`config.mk`:
```
export PLATFORM = sky130hd
export DESIGN_NAME = mfc_core
export DESIGN_NICKNAME = d
export VERILOG_FILES = /design/src/mfc_stack.v /design/src/mfc_alu.v /design/src/mfc_core.v
export VERILOG_INCLUDE_DIRS = /design/src
export SDC_FILE = /design/constraint.sdc
export NUM_CORES = 1
export LEC_CHECK = 0
export BUFFER_PORTS_ARGS = -buffer_cell sky130_fd_sc_hd__buf_4
export CORE_MARGIN = 3
export CORE_UTILIZATION = 30
export DETAILED_ROUTE_END_ITERATION = 6
export GPL_TIMING_DRIVEN = 0
export HOLD_SLACK_MARGIN = 0.06
export PLACE_DENSITY_LB_ADDON = 0.15
export SYNTH_ARGS = -nofsm -noshare
export SYNTH_HDL_FRONTEND = slang
export SYNTH_SLANG_ARGS = --single-unit
```
`constraint.sdc`:
```
create_clock -name pclk -period 6.3 [get_ports pclk]
set_clock_uncertainty 0.1 [all_clocks]
set_input_delay 1.26 -clock pclk [delete_from_list [all_inputs] [get_ports pclk]]
set_output_delay 1.26 -clock pclk [all_outputs]
set_load 0.05 [all_outputs]
```
`src/mfc_map.vh`:
```
`ifndef MFC_MAP_VH
`define MFC_MAP_VH

// Register byte offsets on the APB side
`define MFC_OFF_PCL 8'h00
`define MFC_OFF_CTRL 8'h04
`define MFC_OFF_STAT 8'h08

// Control register fields and reset value
`define MFC_CTRL_RUN 0
`define MFC_CTRL_IE 1
`define MFC_CTRL_RST 2'h1

// Status register field positions
`define MFC_STAT_ACC 0
`define MFC_STAT_FLG 8
`define MFC_STAT_IRQ 12

// Fixed addresses
`define MFC_RESET_VEC 12'h000
`define MFC_INT_VEC 12'h004

// Phase counter: four phases per instruction cycle
`define MFC_PH_FIRST 2'h0
`define MFC_PH_LAST 2'h3

// Return stack
`define MFC_STK_FULL 4'h8
`define MFC_STK_EMPTY 4'h0

// Instruction classes, field [15:12]
`define MFC_I_NOP 4'h0
`define MFC_I_ALU 4'h1
`define MFC_I_SKZ 4'h2
`define MFC_I_SKNZ 4'h3
`define MFC_I_JMP 4'h4
`define MFC_I_CALL 4'h5
`define MFC_I_RET 4'h6
`define MFC_I_INTERRUPT_RETURN_INSTR 4'h7
`define MFC_I_PCLA 4'h8

// ALU operations, field [11:8]
`define MFC_A_ADD 4'h0
`define MFC_A_ADC 4'h1
`define MFC_A_SUB 4'h2
`define MFC_A_SBC 4'h3
`define MFC_A_DAA 4'h4
`define MFC_A_AND 4'h5
`define MFC_A_OR 4'h6
`define MFC_A_XOR 4'h7
`define MFC_A_CPL 4'h8
`define MFC_A_RR 4'h9
`define MFC_A_RRC 4'ha
`define MFC_A_RL 4'hb
`define MFC_A_RLC 4'hc
`define MFC_A_INC 4'hd
`define MFC_A_DEC 4'he
`define MFC_A_MOV 4'hf

`endif

```
`src/mfc_stack.v`:
```
`timescale 1ns/1ps
`default_nettype none
`include "mfc_map.vh"

module mfc_stack (
    input wire pclk, // System clock
    input wire presetn, // Async reset, active low
    input wire push, // Push one entry
    input wire pop, // Pop one entry
    input wire [11:0] push_data, // Value pushed
    output reg [11:0] top_q, // Registered newest entry
    output reg full_q, // All eight levels used
    output reg empty_q // No level used
);
    reg [11:0] mem [0:7]; // Eight saved program counters
    reg [2:0] ptr_q; // Next free slot, wraps modulo eight
    reg [3:0] cnt_q; // Occupied levels, saturates at eight
    reg [3:0] cnt_d;

    // Storage write, no reset needed for data
    always @(posedge pclk) begin
        if (push) begin
            mem[ptr_q] <= push_data; // [RULE_15]
        end
    end

    // Next level count
    always @* begin
        cnt_d = cnt_q;
        if (push && cnt_q != `MFC_STK_FULL) begin
            cnt_d = cnt_q + 4'h1;
        end else if (pop && cnt_q != `MFC_STK_EMPTY) begin
            cnt_d = cnt_q - 4'h1;
        end
    end

    // Pointer wraps so an overflow overwrites the oldest slot
    always @(posedge pclk or negedge presetn) begin
        if (!presetn) begin
            ptr_q <= 3'h0; // [RULE_13]
            cnt_q <= `MFC_STK_EMPTY; // [RULE_13]
            full_q <= 1'b0;
            empty_q <= 1'b1;
        end else begin
            if (push) begin
                ptr_q <= ptr_q + 3'h1; // [RULE_19]
            end else if (pop && cnt_q != `MFC_STK_EMPTY) begin
                ptr_q <= ptr_q - 3'h1;
            end
            cnt_q <= cnt_d;
            full_q <= (cnt_d == `MFC_STK_FULL);
            empty_q <= (cnt_d == `MFC_STK_EMPTY);
        end
    end

    // Registered read of the newest entry; settles one edge after the pointer or slot changes
    always @(posedge pclk or negedge presetn) begin
        if (!presetn) begin
            top_q <= 12'h000;
        end else begin
            top_q <= mem[ptr_q - 3'h1];
        end
    end
endmodule

`default_nettype wire

```
`src/mfc_alu.v`:
```
`timescale 1ns/1ps
`default_nettype none
`include "mfc_map.vh"

module mfc_alu (
    input wire [3:0] op, // Operation select
    input wire [7:0] a, // Accumulator operand
    input wire [7:0] b, // Immediate operand
    input wire c_in, // Carry flag in
    input wire ac_in, // Half carry flag in
    input wire ov_in, // Overflow flag in
    output reg [7:0] res, // Result
    output reg c_out, // Carry, or not-borrow after subtract
    output reg ac_out, // Half carry
    output reg ov_out, // Signed overflow
    output wire z_out // Result is zero
);
    reg [8:0] s9; // Wide sum for carry
    reg [4:0] s5; // Low nibble sum for half carry
    reg [7:0] bb; // Operand after invert for subtract
    reg cy; // Carry into the adder
    reg [8:0] adj; // Decimal adjust work value

    // Combinational datapath
    always @* begin
        bb = b;
        cy = 1'b0;
        if (op == `MFC_A_SUB || op == `MFC_A_SBC) begin
            bb = ~b;
        end
        case (op)
            `MFC_A_ADC: cy = c_in;
            `MFC_A_SBC: cy = c_in;
            `MFC_A_SUB: cy = 1'b1;
            default: cy = 1'b0;
        endcase
        s9 = {1'b0, a} + {1'b0, bb} + {8'h00, cy};
        s5 = {1'b0, a[3:0]} + {1'b0, bb[3:0]} + {4'h0, cy};
        adj = {1'b0, a};
        if (a[3:0] > 4'h9 || ac_in) begin
            adj = adj + 9'h006;
        end
        if (adj[7:4] > 4'h9 || c_in || adj[8]) begin
            adj = adj + 9'h060;
        end
        res = s9[7:0];
        c_out = c_in;
        ac_out = ac_in;
        ov_out = ov_in;
        case (op)
            `MFC_A_ADD, `MFC_A_ADC, `MFC_A_SUB, `MFC_A_SBC: begin
                c_out = s9[8]; // [RULE_16]
                ac_out = s5[4];
                ov_out = (a[7] == bb[7]) && (s9[7] != a[7]);
            end
            `MFC_A_DAA: begin
                res = adj[7:0];
                c_out = adj[8] | c_in;
            end
            `MFC_A_AND: res = a & b;
            `MFC_A_OR: res = a | b;
            `MFC_A_XOR: res = a ^ b;
            `MFC_A_CPL: res = ~a;
            `MFC_A_RR: res = {a[0], a[7:1]};
            `MFC_A_RRC: begin
                res = {c_in, a[7:1]};
                c_out = a[0];
            end
            `MFC_A_RL: res = {a[6:0], a[7]};
            `MFC_A_RLC: begin
                res = {a[6:0], c_in};
                c_out = a[7];
            end
            `MFC_A_INC: res = a + 8'h01;
            `MFC_A_DEC: res = a - 8'h01;
            default: res = b; // Move immediate
        endcase
    end

    assign z_out = (res == 8'h00);
endmodule

`default_nettype wire

```
`src/mfc_core.v`:
```
// Overview of operation
// (RULE_01) Four phases form one instruction cycle
// (RULE_02) Phase one increments PC and fetches
// (RULE_03) Fetch overlaps execution of current instruction
// (RULE_04) PC-changing instructions take one extra cycle
// (RULE_05) Sequential instructions advance PC by one
// (RULE_06) Twelve-bit PC, only low byte accessible
// (RULE_07) Branches, interrupts, reset load PC directly
// (RULE_08) Taken skip discards prefetch, inserts dummy
// (RULE_09) Low byte write jumps within page
// (RULE_10) Eight-level hidden stack of PC values
// (RULE_11) Call or interrupt acknowledge pushes PC
// (RULE_12) Return instructions pop stack into PC
// (RULE_13) Reset leaves stack pointer at empty
// (RULE_14) Full stack holds interrupt until return
// (RULE_15) Call on full stack still pushes
// (RULE_16) ALU writes result and updates flags
// (RULE_17) ALU covers arithmetic, logic, rotate, tests
// (RULE_18) Reset starts execution at word zero
// (RULE_19) Stack pointer wraps, oldest entry lost
// (RULE_20) Return on empty stack goes to zero
//
// The implementer's own choices: register access over APB and the register offsets.
`timescale 1ns/1ps
`default_nettype none
`include "mfc_map.vh"

module mfc_core (
    input wire pclk, // System clock, 50 MHz
    input wire presetn, // Async reset, active low
    input wire psel, // APB select
    input wire penable, // APB access phase
    input wire pwrite, // APB write
    input wire [7:0] paddr, // APB byte address
    input wire [31:0] pwdata, // APB write data
    output reg [31:0] prdata, // APB read data
    output reg pready, // APB ready
    output reg pslverr, // APB error on unmapped address
    output reg [11:0] prog_addr, // Program memory address
    output reg prog_rd, // Program memory fetch pulse
    input wire [15:0] prog_data, // Program memory word
    input wire int_req, // Interrupt request level
    output reg int_ack, // Interrupt acknowledge pulse
    output reg phase_one // First phase marker pulse
);
    // Decode of APB offsets, shared by read and write paths
    function [1:0] reg_sel;
        input [7:0] addr;
        begin
            case (addr)
                `MFC_OFF_PCL: reg_sel = 2'h1;
                `MFC_OFF_CTRL: reg_sel = 2'h2;
                `MFC_OFF_STAT: reg_sel = 2'h3;
                default: reg_sel = 2'h0;
            endcase
        end
    endfunction

    reg [1:0] phase_q; // Phase within instruction cycle
    reg [11:0] pc_q; // Program counter
    reg [15:0] ir_q; // Instruction being executed
    reg ir_vld_q; // Low during a dummy cycle

    // Datapath state
    reg [7:0] acc_q; // Accumulator
    reg c_q; // Carry flag
    reg ac_q; // Half carry flag
    reg z_q; // Zero flag
    reg ov_q; // Overflow flag

    // Control state
    reg run_q; // Core runs when set
    reg ie_q; // Interrupt enable
    reg irq_q; // Latched interrupt request
    reg pcl_pend_q; // Software low byte write waiting
    reg [7:0] pcl_data_q; // Value of that write

    wire t1; // First phase of a cycle
    wire t4; // Last phase of a cycle
    wire [3:0] cls; // Instruction class

    wire [7:0] alu_res; // ALU result
    wire alu_c; // ALU carry out
    wire alu_ac; // ALU half carry out
    wire alu_ov; // ALU overflow out
    wire alu_z; // ALU zero out

    wire [11:0] stk_top; // Newest stack entry
    wire stk_full; // Stack full
    wire stk_empty; // Stack empty

    // Bus decode
    wire [1:0] sel; // Decoded APB register
    wire apb_wr; // APB write completes this edge
    wire apb_setup; // APB setup cycle

    reg take_br; // Branch this cycle
    reg [11:0] br_target; // Branch target

    reg push_en; // Push request
    reg [11:0] push_val; // Value pushed
    reg pop_en; // Pop request

    reg acc_we; // Accumulator and flags update
    reg ie_set; // Return from interrupt
    reg take_int; // Interrupt entry this cycle
    reg pcl_take; // Pending low byte write applied

    assign t1 = run_q && (phase_q == `MFC_PH_FIRST);
    assign t4 = run_q && (phase_q == `MFC_PH_LAST);
    assign cls = ir_q[15:12];

    assign sel = reg_sel(paddr);
    assign apb_wr = psel && penable && pready && pwrite;
    assign apb_setup = psel && !penable;

    mfc_alu u_alu (
        .op(ir_q[11:8]),
        .a(acc_q),
        .b(ir_q[7:0]),
        .c_in(c_q),
        .ac_in(ac_q),
        .ov_in(ov_q),
        .res(alu_res),
        .c_out(alu_c),
        .ac_out(alu_ac),
        .ov_out(alu_ov),
        .z_out(alu_z)
    );

    mfc_stack u_stack (
        .pclk(pclk),
        .presetn(presetn),
        .push(push_en),
        .pop(pop_en),
        .push_data(push_val),
        .top_q(stk_top),
        .full_q(stk_full),
        .empty_q(stk_empty)
    );

    // Phase divider; the four phases never overlap
    always @(posedge pclk or negedge presetn) begin
        if (!presetn) begin
            phase_q <= `MFC_PH_FIRST;
        end else if (run_q) begin
            phase_q <= phase_q + 2'h1; // [RULE_01]
        end
    end

    // Execute decode, evaluated for the last phase
    always @* begin
        take_br = 1'b0;
        br_target = pc_q;

        push_en = 1'b0;
        push_val = pc_q - 12'h001;
        pop_en = 1'b0;

        acc_we = 1'b0;
        ie_set = 1'b0;
        take_int = 1'b0;
        pcl_take = 1'b0;
        if (t4 && ir_vld_q) begin
            case (cls)
                `MFC_I_ALU: begin
                    acc_we = 1'b1; // [RULE_16] [RULE_17]
                end

                `MFC_I_SKZ: begin
                    acc_we = 1'b1;
                    take_br = alu_z; // [RULE_08] [RULE_17]
                end

                `MFC_I_SKNZ: begin
                    acc_we = 1'b1;
                    take_br = !alu_z; // [RULE_08]
                end

                `MFC_I_JMP: begin
                    take_br = 1'b1; // [RULE_07]
                    br_target = ir_q[11:0];
                end

                `MFC_I_CALL: begin
                    take_br = 1'b1; // [RULE_07]
                    br_target = ir_q[11:0];
                    push_en = 1'b1; // [RULE_11] [RULE_15]
                end

                `MFC_I_RET, `MFC_I_INTERRUPT_RETURN_INSTR: begin
                    take_br = 1'b1;
                    pop_en = 1'b1; // [RULE_12]
                    br_target = stk_empty ? `MFC_RESET_VEC : stk_top; // [RULE_20]
                    ie_set = (cls == `MFC_I_INTERRUPT_RETURN_INSTR);
                end

                `MFC_I_PCLA: begin
                    take_br = 1'b1; // [RULE_09]
                    br_target = {pc_q[11:8], acc_q};
                end

                default: begin
                    take_br = 1'b0;
                end
            endcase
        end

        // Software write waits for a cycle with no branch of its own
        if (t4 && !take_br && pcl_pend_q) begin
            take_br = 1'b1; // [RULE_09]
            pcl_take = 1'b1;
            br_target = {pc_q[11:8], pcl_data_q};
        end

        // Interrupt only when a level is free; the prefetch is replayed
        if (t4 && !take_br && irq_q && ie_q && !stk_full) begin
            take_br = 1'b1; // [RULE_14]
            take_int = 1'b1;
            push_en = 1'b1; // [RULE_11]
            br_target = `MFC_INT_VEC; // [RULE_07]
        end
    end

    // Program counter, fetch and pipeline register
    always @(posedge pclk or negedge presetn) begin
        if (!presetn) begin
            pc_q <= `MFC_RESET_VEC; // [RULE_18]
            prog_addr <= `MFC_RESET_VEC;
            prog_rd <= 1'b0;
            phase_one <= 1'b0;
            ir_q <= 16'h0000;
            ir_vld_q <= 1'b0;
        end else begin
            prog_rd <= t1;
            phase_one <= t1;

            // Fetch at phase one
            if (t1) begin
                prog_addr <= pc_q; // [RULE_02]
                pc_q <= pc_q + 12'h001; // [RULE_02] [RULE_05]
            end

            // Then execute or branch
            if (t4) begin
                if (take_br) begin
                    pc_q <= br_target; // [RULE_04] [RULE_07]
                    ir_vld_q <= 1'b0; // [RULE_08]
                end else begin
                    ir_q <= prog_data; // [RULE_03]
                    ir_vld_q <= 1'b1;
                end
            end
        end
    end

    // Accumulator and status flags
    always @(posedge pclk or negedge presetn) begin
        if (!presetn) begin
            acc_q <= 8'h00;
            c_q <= 1'b0;
            ac_q <= 1'b0;
            z_q <= 1'b0;
            ov_q <= 1'b0;
        end else if (acc_we) begin
            acc_q <= alu_res; // [RULE_16]
            c_q <= alu_c;
            ac_q <= alu_ac;
            z_q <= alu_z;
            ov_q <= alu_ov;
        end
    end

    // Interrupt latch; a new request wins over the acknowledge clear
    always @(posedge pclk or negedge presetn) begin
        if (!presetn) begin
            irq_q <= 1'b0;
            int_ack <= 1'b0;
        end else begin
            int_ack <= take_int;

            if (int_req && ie_q) begin
                irq_q <= 1'b1; // [RULE_14]
            end else if (take_int) begin
                irq_q <= 1'b0;
            end
        end
    end

    // Control bits; hardware entry and return override software
    always @(posedge pclk or negedge presetn) begin
        if (!presetn) begin
            run_q <= |(`MFC_CTRL_RST & (2'h1 << `MFC_CTRL_RUN));
            ie_q <= 1'b0;
        end else begin
            if (apb_wr && sel == 2'h2) begin
                run_q <= pwdata[`MFC_CTRL_RUN];
                ie_q <= pwdata[`MFC_CTRL_IE];
            end

            if (take_int) begin
                ie_q <= 1'b0;
            end else if (ie_set) begin
                ie_q <= 1'b1;
            end
        end
    end

    // Pending low byte write; a new write wins over the consume
    always @(posedge pclk or negedge presetn) begin
        if (!presetn) begin
            pcl_pend_q <= 1'b0;
            pcl_data_q <= 8'h00;
        end else if (apb_wr && sel == 2'h1) begin
            pcl_pend_q <= 1'b1; // [RULE_06] [RULE_09]
            pcl_data_q <= pwdata[7:0];
        end else if (pcl_take) begin
            pcl_pend_q <= 1'b0;
        end
    end

    // APB slave: data in setup, ready in first access cycle
    always @(posedge pclk or negedge presetn) begin
        if (!presetn) begin
            prdata <= 32'h0000_0000;
            pready <= 1'b0;
            pslverr <= 1'b0;
        end else begin
            pready <= apb_setup;
            pslverr <= apb_setup && (sel == 2'h0);

            if (apb_setup) begin
                case (sel)
                    2'h1: prdata <= {24'h00_0000, pc_q[7:0]}; // [RULE_06]
                    2'h2: prdata <= {30'h0000_0000, ie_q, run_q};
                    // Stack contents and level stay hidden
                    2'h3: prdata <= {19'h0_0000, irq_q, ov_q, z_q, ac_q, c_q, acc_q}; // [RULE_10]
                    default: prdata <= 32'h0000_0000;
                endcase
            end
        end
    end
endmodule

`default_nettype wire

```
==> results of run 1 <==
what timing repair did:
item | in CTS | in global routing
cloned | 0 | 0
setup endpoints to repair | 138 | 125
pin swaps | 5 | 1
resized for setup | 13 | 9
buffers inserted | 8 | 7
Yosys cell counts, types with 7 or more instances:
cell      number  area share, %
a211o_1        7           0.54
a211oi_1      10           0.67
a21o_1         9           0.60
a21oi_1       43            1.9
a222oi_1       7           0.62
a22o_1         7           0.54
a22oi_1        9           0.60
a31oi_1       12           0.67
and2_1         7           0.39
and3_1        11           0.61
buf_2         13           0.58
buf_4         20            1.3
clkbuf_1      51            1.7
dfrtp_1      103             23
edfxtp_1      96             26
ha_1          38            4.2
inv_1         37            1.2
mux2_1        10            1.0
mux2_2        35            3.5
mux2i_1       16            1.4
mux4_2        24            4.8
nand2_1      102            3.4
nand2b_1       8           0.44
nand3_1       25            1.1
nand4_1        8           0.44
nor2_1        58            1.9
nor2b_1       10           0.55
nor3_1        19           0.84
nor3b_1        9           0.60
nor4_1         7           0.39
o211ai_1      12           0.80
o21ai_0       48            2.1
o22ai_1       12           0.67
xnor2_1       21            1.6
xor2_1        13            1.0
metrics by stage:
step	hold slack, ns	cells	worst slack [ns]	instance area [um2]	power (mW)
after floorplan	0.360	1044	0.0118	11300	1.48
after global placement	0.367	1615	-2.65	12500	1.53
after detailed placement	0.377	1621	-1.37	12600	1.54
after CTS	0.392	1673	0.0281	13600	3.03
after global routing	0.404	1679	0.0475	13700	3.09
final	0.386	1679	0.254	13700	2.98
worst max-delay path, cell delays in order (launching register included):
cell	delay, ns
dfrtp_1	0.40
buf_2	0.20
clkbuf_4	0.23
nor2_4	0.19
and2_4	0.24
xnor2_1	0.10
fa_1	0.48
fa_1	0.44
a21o_1	0.19
a21oi_2	0.26
xnor2_1	0.13
a2111oi_2	0.38
a21oi_1	0.21
or4_4	0.61
o31a_1	0.34
or2_1	0.24
clkbuf_1	0.20
nor3_4	0.39
buf_4	0.24
mux2_2	0.34
flip-flops by register name (all words and copies together), names as in the netlist, 2 cells and up:
register and count:
pcl_data_q 8, pc_q 12, prog_addr 12, u_stack.mem 96, prdata 13, ir_q 16
u_stack.cnt_q 4, u_stack.ptr_q 3, phase_q 2, u_stack.top_q 12, acc_q 8
power groups by stage:
stage                     Sequential (mW)  Clock, mW  Combinational, mW
after global routing                 1.39       1.56              0.128
after floorplan                      1.42          0             0.0606
after detailed placement             1.42          0              0.118
after global placement               1.42          0              0.115
final                                1.39       1.47              0.117
after CTS                            1.39       1.51              0.118
layout make-up:
cell class                 count  area, um2  share of cell area (%)
multi-input combinational    717       5360                    39.2
clock buffer                  34        711                    5.20
clock inverter                12        141                    1.04
buffer                        85        433                    3.17
inverter                      38        143                    1.04
tap                          504        631                    4.62
sequential                   201       5510                    40.4
timing repair buffer          88        728                    5.33
cell families (layout without fill, tap and decap cells):
| group | count (synthesis) | after routing |
|---|---|---|
| simple gates | 301 | 301 |
| compound gates | 237 | 237 |
| flops | 201 | 201 |
| buf+inv | 126 | 257 |
| mux | 85 | 85 |
| fa+ha+maj | 41 | 41 |
| xor+xnor | 34 | 34 |
| other cells | 1 | 19 |
path summary, 6_finish.rpt:
path	start	end	cells after the start
worst max-delay path	ir_q[10]	ir_q[11]	19
worst min-delay path	prog_addr[0]	prog_addr[0]	2
worst max register to register	ir_q[10]	ir_q[11]	19
worst min register to register	prog_addr[0]	prog_addr[0]	2
max in group asynchronous	presetn	u_stack.empty_q	2
min in group asynchronous	presetn	acc_q[3]	1
layer usage:
layer	GRT usage [%]	routed length [um]	vias up
li1	-	-	4071
met2	28.6	16400	273
met1	25.0	16300	4324
met4	5.04	990	0
met3	2.40	1910	61
met5	0	0	-
==> impl_metrics.json, run 1 <==
{
  "p_clk_share_pct": 49.3,
  "initial_core_util_pct": 30.6,
  "nNetsFinal": 1260,
  "vias_per_cell": 5.20,
  "tritoncts.num_buffers": 26,
  "antenna_left": 0,
  "synthCells": 1026,
  "min_path_type": "reg -> reg",
  "synth-seq-cells": 201,
  "finalHoldViolCount": 0,
  "drv_slew": 0,
  "synthAdderAreaFrac_pct": 4.75,
  "mostFrequentLayoutCell": "dfrtp_1",
  "power.density_nw_per_um2": 218,
  "final_cell_mix": "103 x dfrtp_1, 101 x nand2_1, 99 x buf_4, 96 x edfxtp_1, 56 x nor2_1",
  "finalSetupViolCount": 0,
  "clkSinkCount": 201,
  "p_leak_nw": 5.57,
  "p_int_mw": 2.30,
  "synthXorXnorAreaFrac_pct": 2.64,
  "gp_congestion": 0.907,
  "firstDrtPassIters": 6,
  "area_growth_syn_to_layout_pct": 21.1,
  "switchingPower_uw": 675,
  "grt_pass1_wl_mm": 53.8,
  "cp-end-kind": "register",
  "synth_edf_count": 96,
  "clk_latency_ns": 0.56,
  "cts_max_level": 1,
  "die_area_um2": 40000,
  "tns_ns": 0,
  "clockBufferDepth": 3,
  "synth_ff_type": "dfrtp_1",
  "max_freq_ghz": 0.165,
  "grt_pass1_vias": 8564,
  "min_period_ns": 6.05,
  "synth_warnings": 0,
  "relSlewSlack_pct": 23.0,
  "clk_pin_slew_worst_paths_ns": 0.06,
  "combPwrFrac_pct": 3.9,
  "hpwl_mm": 25.4,
  "antenna_found_initial": 2,
  "drc_errors": 0,
  "overflow": 0,
  "routedWlPerCell_um": 21.2,
  "synth.distinct_cells": 84,
  "crit_fanout": 10,
  "syn_avg_cell_area_um2": 11.0,
  "cts_tree": "yes",
  "rrSetupSlack_ns": 0.25,
  "synthMuxAreaShare_pct": 10.7,
  "peakVddDrop_mv": 0.193,
  "p_sw_share_pct": 22.7,
  "drt_iter0_markers": 619,
  "rsz0062_at_grt": "false",
  "drive_gt1_share_pct": 21.0,
  "netlist_area_um2": 11300,
  "seq_power_share_pct": 46.8,
  "die-width_um": 200,
  "synth_top_family_by_area": "compound AO/OA/AOI/OAI gates",
  "finalCritPeriodShare_pct": 96.0,
  "worst_pin_slew_ns": 1.15,
  "async_flop_share_pct": 52.2,
  "max-cap-violations": 0,
  "diodes": 0,
  "nFillCells": 3706,
  "ioPinCount": 111,
  "clockRootBuffer": "clkbuf_16",
  "coreArea_um2": 36900,
  "crit_required_ns": 6.63,
  "worstPathArrival_ns": 6.38,
  "ys_seq_area_share_pct": 48.9,
  "route.vias.total": 8729,
  "status": "finished, final reports clean",
  "synth_simple_gate_area_share_pct": 13.5,
  "synth_compound_area_share_pct": 14.5,
  "cts_hold_buf": 0,
  "wl_mm": 35.5,
  "grt_util_all_layers_pct": 17.7,
  "fin_util_pct": 37.0,
  "numPortBuffers": 67,
  "grt_max_degree": 75,
  "core.rowCount": 70,
  "worstSetupPathType": "reg -> reg",
  "startpoint_type": "register",
  "die_h_um": 200
}
Power figures use the tool's default switching activity.
==> inputs of run 2 (changes only) <==
--- a/config.mk
+++ b/config.mk
@@ -6,9 +6,10 @@
 export SDC_FILE = /design/constraint.sdc
 export NUM_CORES = 1
 export LEC_CHECK = 0
+export ABC_AREA = 1
 export BUFFER_PORTS_ARGS = -buffer_cell sky130_fd_sc_hd__buf_4
 export CORE_MARGIN = 3
-export CORE_UTILIZATION = 30
+export CORE_UTILIZATION = 54
 export DETAILED_ROUTE_END_ITERATION = 6
 export GPL_TIMING_DRIVEN = 0
 export HOLD_SLACK_MARGIN = 0.06
==> run 2 against run 1 <==
Compared with the run above:
- cell count down 1.8%
- global-route usage rose by 10 points
- clock-buffer cell count decreased by 4
- power is 120% higher
- combinational power grew to 29 times the previous value
- sequential share of layout area grew 3.0 points
- largest cell class unchanged
- non-clock buffer count fell by 44
- critical path depth rose by 1
- worst hold slack got worse by 0.0010 ns
- fmax grew 1.0%
- first-iteration DRC count up 17%
- design area down 6.9%
==> impl_metrics.json, run 2 <==
{
  "status": "finished, final reports clean",
  "grt_pass1_vias": 8718,
  "path_buf_inv": 1,
  "max-cap-violations": 0,
  "switchingPower_mw": 3.18,
  "syn_avg_cell_area_um2": 8.73,
  "layout_setup_ws_ns": 0.314,
  "core.rowCount": 51,
  "crit_chain": "nor2_2, nand2_1, xor2_1, fa_1, fa_1, nand3_1, nand2_1, or2_2, a21oi_1, nand3_1, nor2_1, nand2_1, a21oi_2, nand4_1, nand3_4, nand3_4, nand2_2, buf_4, nand2_1, nor2_2",
  "synth_compound_area_share_pct": 12.5,
  "slowest_delay_ns": 0.58,
  "power.density_nw_per_um2": 527,
  "area_growth_syn_to_layout_pct": 16.2,
  "ys_top_cells_by_area": "edfxtp_1 26%, dfrtp_1 24%, nand2_1 7.9%",
  "p_sw_share_pct": 47.5,
  "tritoncts.num_buffers": 22,
  "hpwl_mm": 22.5,
  "async_flop_share_pct": 52.2,
  "synth_top_area_share_pct": 26.4,
  "cts_hold_buf": 0,
  "rsz0062_at_grt": "false",
  "clockRootBuffer": "clkbuf_16",
  "p_clk_share_pct": 18.8,
  "firstDrtPassIters": 5,
  "netlist_area_um2": 10900,
  "seq_power_share_pct": 30.0,
  "synthAdderAreaFrac_pct": 4.90,
  "ys_seq_area_share_pct": 50.4,
  "synth_ff_type": "dfrtp_1",
  "combPwrFrac_pct": 51.2,
  "diodes": 0,
  "min_from": "ie_q",
  "p_int_mw": 3.52,
  "min_to": "irq_q",
  "synthMuxAreaShare_pct": 0.824,
  "drc_errors": 0,
  "min_path_type": "reg -> reg",
  "peakVddDrop_mv": 0.352,
  "antenna_left": 0,
  "mostFrequentLayoutCell": "nand2_1",
  "synth.most_common_cell": "nand2_1",
  "grt_max_degree": 106,
  "vias_per_cell": 5.61,
  "min_path_cells": 2,
  "r2r-start": "ir_q[10]",
  "crit_required_ns": 6.35,
  "crit_fanout": 12,
  "grt_util_all_layers_pct": 27.7,
  "min_period_ns": 5.99,
  "cp-end-kind": "register",
  "nNetsFinal": 1470,
  "fin_util_pct": 64.7,
  "overflow": 0,
  "synth_common_cells": "229 x nand2_1, 171 x nor2_1, 114 x inv_1",
  "clk_pin_slew_worst_paths_ns": 0.06,
  "synth_top_family_by_area": "simple AND/OR/NAND/NOR gates",
  "slowest_stage": "nor2_2",
  "p_leak_nw": 5.70,
  "clockBufferDepth": 3,
  "drive_gt1_share_pct": 14.3,
  "antenna_found_initial": 0,
  "worstPathArrival_ns": 6.04,
  "cts_max_level": 1,
  "wl_mm": 30.8,
  "synth_largest_area_cell": "edfxtp_1",
  "worstSetupPathType": "reg -> reg",
  "cp_common_cell": "nand2_1",
  "synth.distinct_cells": 45,
  "drt_iter0_markers": 725,
  "hold_slack_ns": 0.385,
  "die_h_um": 148,
  "ioPinCount": 111,
  "synth_warnings": 0,
  "reg2reg_to": "u_stack.mem[2][8]",
  "synth-seq-cells": 201,
  "startpoint_type": "register",
  "initial_core_util_pct": 55.6,
  "numPortBuffers": 67,
  "synthCells": 1252,
  "drv_slew": 0,
  "relSlewSlack_pct": 12.8,
  "rrSetupSlack_ns": 0.31,
  "worst_pin_slew_ns": 1.30,
  "coreArea_um2": 19700,
  "die-width_um": 148,
  "finalCritPeriodShare_pct": 95.0,
  "cts_tree": "yes",
  "synthXorXnorAreaFrac_pct": 2.96,
  "crit_start": "ir_q[10]",
  "cp_top_family": "simple AND/OR/NAND/NOR gates",
  "rr_worst_depth": 20,
  "largest-register": "u_stack.mem",
  "max_freq_ghz": 0.167,
  "reg.largest.list": "u_stack.mem: 96 flops, ir_q: 16 flops, prdata: 13 flops",
  "final_cell_mix": "229 x nand2_1, 166 x nor2_1, 114 x inv_1, 105 x o21ai_0, 103 x dfrtp_1",
  "grt_pass1_wl_mm": 47.6,
  "synth_edf_count": 96,
  "die_area_um2": 22000,
  "place_ws_ns": -0.257,
  "route.vias.total": 9242,
  "finalHoldViolCount": 0,
  "gp_congestion": 0.944,
  "clk_latency_ns": 0.52,
  "clkSinkCount": 201,
  "synth_simple_gate_area_share_pct": 21.2,
  "largest_register_ffs": 96,
  "routedWlPerCell_um": 18.7,
  "finalSetupViolCount": 0
}
-- run 2: changes by cell type in the layout (fill, tap and decap cells not counted), moves of 23 or more --
cell and change:
o21ai_0 +57, mux4_2 -24, xor2_1 +23, nand2_1 +128
nor2_1 +110, mux2_2 -27, inv_1 +77, nand3_1 +34
-- run 2: repair_timing --
action                                  4_1_cts  5_1_grt
buffers inserted                              0        1
resized for setup                             5        5
endpoints found under the setup margin       60       96
pin swaps                                     0        1
-- run 2: worst max-delay path by stage --
stage | end | slack [ns] | cells after the start
final | u_stack.mem[2][8] | 0.31 | 20
after global routing | u_stack.mem[2][8] | 0.007 | 20
after global placement | u_stack.mem[0][10] | -0.80 | 20
after floorplan | u_stack.mem[1][0] | 1.07 | 20
after detailed placement | u_stack.mem[5][5] | -0.26 | 20
after CTS | u_stack.mem[5][8] | 0.005 | 20
-- run 2: cell families after synthesis --
family                   after synthesis
AO/OA/AOI/OAI                        242
XOR/XNOR                              37
adder cells (fa/ha/maj)               41
buffers and inverters                185
flip-flops                           201
multiplexers                           8
other                                  1
AND/OR/NAND/NOR                      537
-- run 2: tightest hold or removal path: cells and delay by family (launching register included) --
| family | cells | cell delay (ns) |
|---|---|---|
| simple gates | 1 | 0.05 |
| compound gates | 1 | 0.06 |
| flops | 1 | 0.34 |
-- run 2: power by group through the flow --
stage	Combinational [mW]	Clock [mW]	Sequential, mW
floorplan	2.21	0	2.09
global placement	3.29	0	2.02
detailed placement	3.35	0	2.02
CTS	3.38	1.28	2.00
global route	3.80	1.33	2.04
finish	3.43	1.26	2.01
-- run 2: cell type report --
class | count | area, um2
Fill cell | 1718 | 6950
Sequential cell | 201 | 5510
Multi-Input combinational cell | 884 | 4770
Clock buffer | 30 | 611
Timing Repair Buffer | 73 | 596
Inverter | 129 | 484
Tap cell | 265 | 332
Buffer | 56 | 300
Clock inverter | 10 | 103
-- run 2: per-layer routing --
metal  up-vias  wire [um]  global-route usage (%)
li1       4437          -                       -
met1      4405      13000                    37.4
met2       336      14800                    46.3
met3        64       2060                    4.51
met4         0       1010                    8.87
met5         -          0                       0
-- run 2: metrics by stage --
stage | TNS [ns] | power (mW) | cell area (um2) | instances
finish | 0 | 6.70 | 12700 | 1648
floorplan | 0 | 4.30 | 11000 | 1270
CTS | 0 | 6.66 | 12600 | 1646
global placement | -39.77 | 5.30 | 11800 | 1602
global route | 0 | 7.16 | 12700 | 1648
detailed placement | -9.94 | 5.37 | 11900 | 1606
==> inputs of run 3 (changes only) <==
--- a/config.mk
+++ b/config.mk
@@ -9,11 +9,11 @@
 export ABC_AREA = 1
 export BUFFER_PORTS_ARGS = -buffer_cell sky130_fd_sc_hd__buf_4
 export CORE_MARGIN = 3
-export CORE_UTILIZATION = 54
+export CORE_UTILIZATION = 43
 export DETAILED_ROUTE_END_ITERATION = 6
 export GPL_TIMING_DRIVEN = 0
-export HOLD_SLACK_MARGIN = 0.06
-export PLACE_DENSITY_LB_ADDON = 0.15
+export HOLD_SLACK_MARGIN = 0.15
+export PLACE_DENSITY = 0.69
 export SYNTH_ARGS = -nofsm -noshare
 export SYNTH_HDL_FRONTEND = slang
 export SYNTH_SLANG_ARGS = --single-unit
==> run 3 against run 2 <==
Compared with the run above:
- sequential power is essentially flat
- first-iteration DRC count grew 20%
- combinational power is essentially flat
- die area grew 24%
- global-route usage shrank 4.9 points
- worst hold slack gained 0.0024 ns
- routed wire length grew 0.81%
- largest cell class unchanged
- largest power group unchanged
- highest routed layer unchanged
==> impl_metrics.json, run 3 (synthesis results as in run 2) <==
{
  "status": "finished, final reports clean",
  "layout_setup_ws_ns": 0.248,
  "rrSetupSlack_ns": 0.25,
  "relSlewSlack_pct": 44.1,
  "grt_max_degree": 106,
  "overflow": 0,
  "p_sw_share_pct": 47.2,
  "use_met3_pct": 3.02,
  "diodes": 0,
  "clkSinkCount": 201,
  "slowest_stage": "nor3_2",
  "cp_common_cell": "nand2_1",
  "combPwrFrac_pct": 51.0,
  "min_from": "ie_q",
  "max-cap-violations": 0,
  "finalSetupViolCount": 0,
  "path_buf_inv": 2,
  "mostFrequentLayoutCell": "nand2_1",
  "die_h_um": 165,
  "rsz0062_at_grt": "true",
  "use_met1_pct": 30.6,
  "drc_errors": 0,
  "crit_fanout": 10,
  "crit_chain": "nor2_1, nand2_1, xor2_1, fa_1, fa_1, nand3_1, nand2_1, or2_2, a21oi_1, nand3_1, nor2_1, nand2_1, a21oi_2, nand4_1, nand3_4, nand3_4, nand2_2, buf_4, nand2_1, nor3_2, buf_6",
  "tritoncts.num_buffers": 22,
  "core.rowCount": 57,
  "clk_latency_ns": 0.51,
  "numPortBuffers": 67,
  "finalCritPeriodShare_pct": 96.1,
  "die-width_um": 165,
  "cts_tree": "yes",
  "finalHoldViolCount": 0,
  "vias_per_cell": 5.39,
  "firstDrtPassIters": 5,
  "min_path_cells": 2,
  "die_area_um2": 27400,
  "peakVddDrop_mv": 0.391,
  "worstSetupPathType": "reg -> reg",
  "grt_pass1_vias": 8842,
  "crit_required_ns": 6.42,
  "grt_pass1_wl_mm": 48.1,
  "wl_mm": 31.1,
  "place_ws_ns": 0.0517,
  "final_cell_mix": "229 x nand2_1, 167 x nor2_1, 114 x inv_1, 105 x o21ai_0, 103 x dfrtp_1",
  "antenna_found_initial": 0,
  "coreArea_um2": 24700,
  "hpwl_mm": 22.9,
  "p_clk_share_pct": 19.0,
  "drive_gt1_share_pct": 14.4,
  "largest-register": "u_stack.mem",
  "r2r-start": "ir_q[10]",
  "reg.largest.list": "u_stack.mem: 96 flops, ir_q: 16 flops, prdata: 13 flops",
  "busiest_layer": "met2",
  "cts_setup_buffers": 0,
  "ioPinCount": 111,
  "area_growth_syn_to_layout_pct": 16.7,
  "gp_congestion": 0.953,
  "finish.instance_area_um2": 12800,
  "rr_worst_depth": 21,
  "p_int_mw": 3.53,
  "power.density_nw_per_um2": 524,
  "place_area_um2": 12000,
  "met2_usage_pct": 37.9,
  "antenna_left": 0,
  "routedWlPerCell_um": 18.2,
  "clockBufferDepth": 3,
  "startpoint_type": "register",
  "clockRootBuffer": "clkbuf_16",
  "cp-end-kind": "register",
  "reg2reg_to": "u_stack.mem[6][7]",
  "route.vias.total": 9194,
  "nFillCells": 2269,
  "drv_slew": 0,
  "grt_util_all_layers_pct": 22.7,
  "slowest_delay_ns": 0.56,
  "drt_iter0_markers": 870,
  "cts_max_level": 1,
  "largest_register_ffs": 96,
  "clk_pin_slew_worst_paths_ns": 0.07,
  "nNetsFinal": 1470,
  "initial_core_util_pct": 44.3,
  "p_leak_nw": 5.69,
  "worstPathArrival_ns": 6.17,
  "min_path_type": "reg -> reg",
  "cp_top_family": "simple AND/OR/NAND/NOR gates",
  "max_freq_ghz": 0.165,
  "min_to": "irq_q",
  "min_period_ns": 6.05,
  "seq_power_share_pct": 29.9,
  "switchingPower_mw": 3.15,
  "worst_pin_slew_ns": 0.832
}
-- run 3: repair_timing --
item	CTS	global route
setup endpoints to repair	0	60
hold buffers	0	0
resized for setup	0	6
-- run 3: how the worst max path moves through the flow --
stage | startpoint | endpoint | slack, ns | cells after the start
floorplan | ir_q[10] | u_stack.mem[1][0] | 1.07 | 20
global placement | ir_q[10] | u_stack.mem[0][7] | -0.44 | 20
detailed placement | ir_q[10] | u_stack.mem[5][7] | 0.05 | 20
CTS | ir_q[10] | u_stack.mem[5][3] | 0.03 | 20
global route | ir_q[10] | u_stack.mem[6][6] | -0.11 | 21
finish | ir_q[10] | u_stack.mem[6][7] | 0.25 | 21
-- run 3: stage by stage --
stage	hold slack (ns)	TNS (ns)	std cells	total power [mW]	util, %
floorplan	0.347	0	1270	4.30	-
global placement	0.357	-17.95	1661	5.27	48.3
detailed placement	0.370	0	1666	5.36	48.6
CTS	0.391	0	1706	6.66	51.5
global route	0.407	-1.22	1707	7.16	51.7
finish	0.388	0	1707	6.68	51.7
-- run 3: per-layer routing --
metal | vias up | share of wire [%]
met5 | - | 0
met4 | 0 | 3.0
met3 | 67 | 7.1
met2 | 360 | 48
met1 | 4340 | 42
li1 | 4427 | -
-- run 3: power by group through the flow --
| stage | clock [mW] | combinational (mW) | sequential (mW) |
|---|---|---|---|
| 2_1_floorplan | 0 | 2.21 | 2.09 |
| 5_1_grt | 1.34 | 3.78 | 2.04 |
| 6_report | 1.27 | 3.41 | 2.00 |
| 4_1_cts | 1.29 | 3.38 | 2.00 |
| 3_3_place_gp | 0 | 3.26 | 2.01 |
| 3_5_place_dp | 0 | 3.35 | 2.02 |
-- run 3: layout make-up --
type | count | area [um2] | share of cell area (%)
sequential | 201 | 5510 | 43.2
multi-input combinational | 884 | 4750 | 37.2
clock buffer | 27 | 621 | 4.86
timing repair buffer | 73 | 583 | 4.57
inverter | 129 | 484 | 3.80
tap | 324 | 405 | 3.18
buffer | 56 | 300 | 2.35
clock inverter | 13 | 100 | 0.785
-- run 3: worst min-delay path, delay by kind of cell, from the launching register on --
kind               cells  cell delay (ns)
AOI/OAI and AO/OA      1             0.06
DFF                    1             0.34
and+or+nand+nor        1             0.05
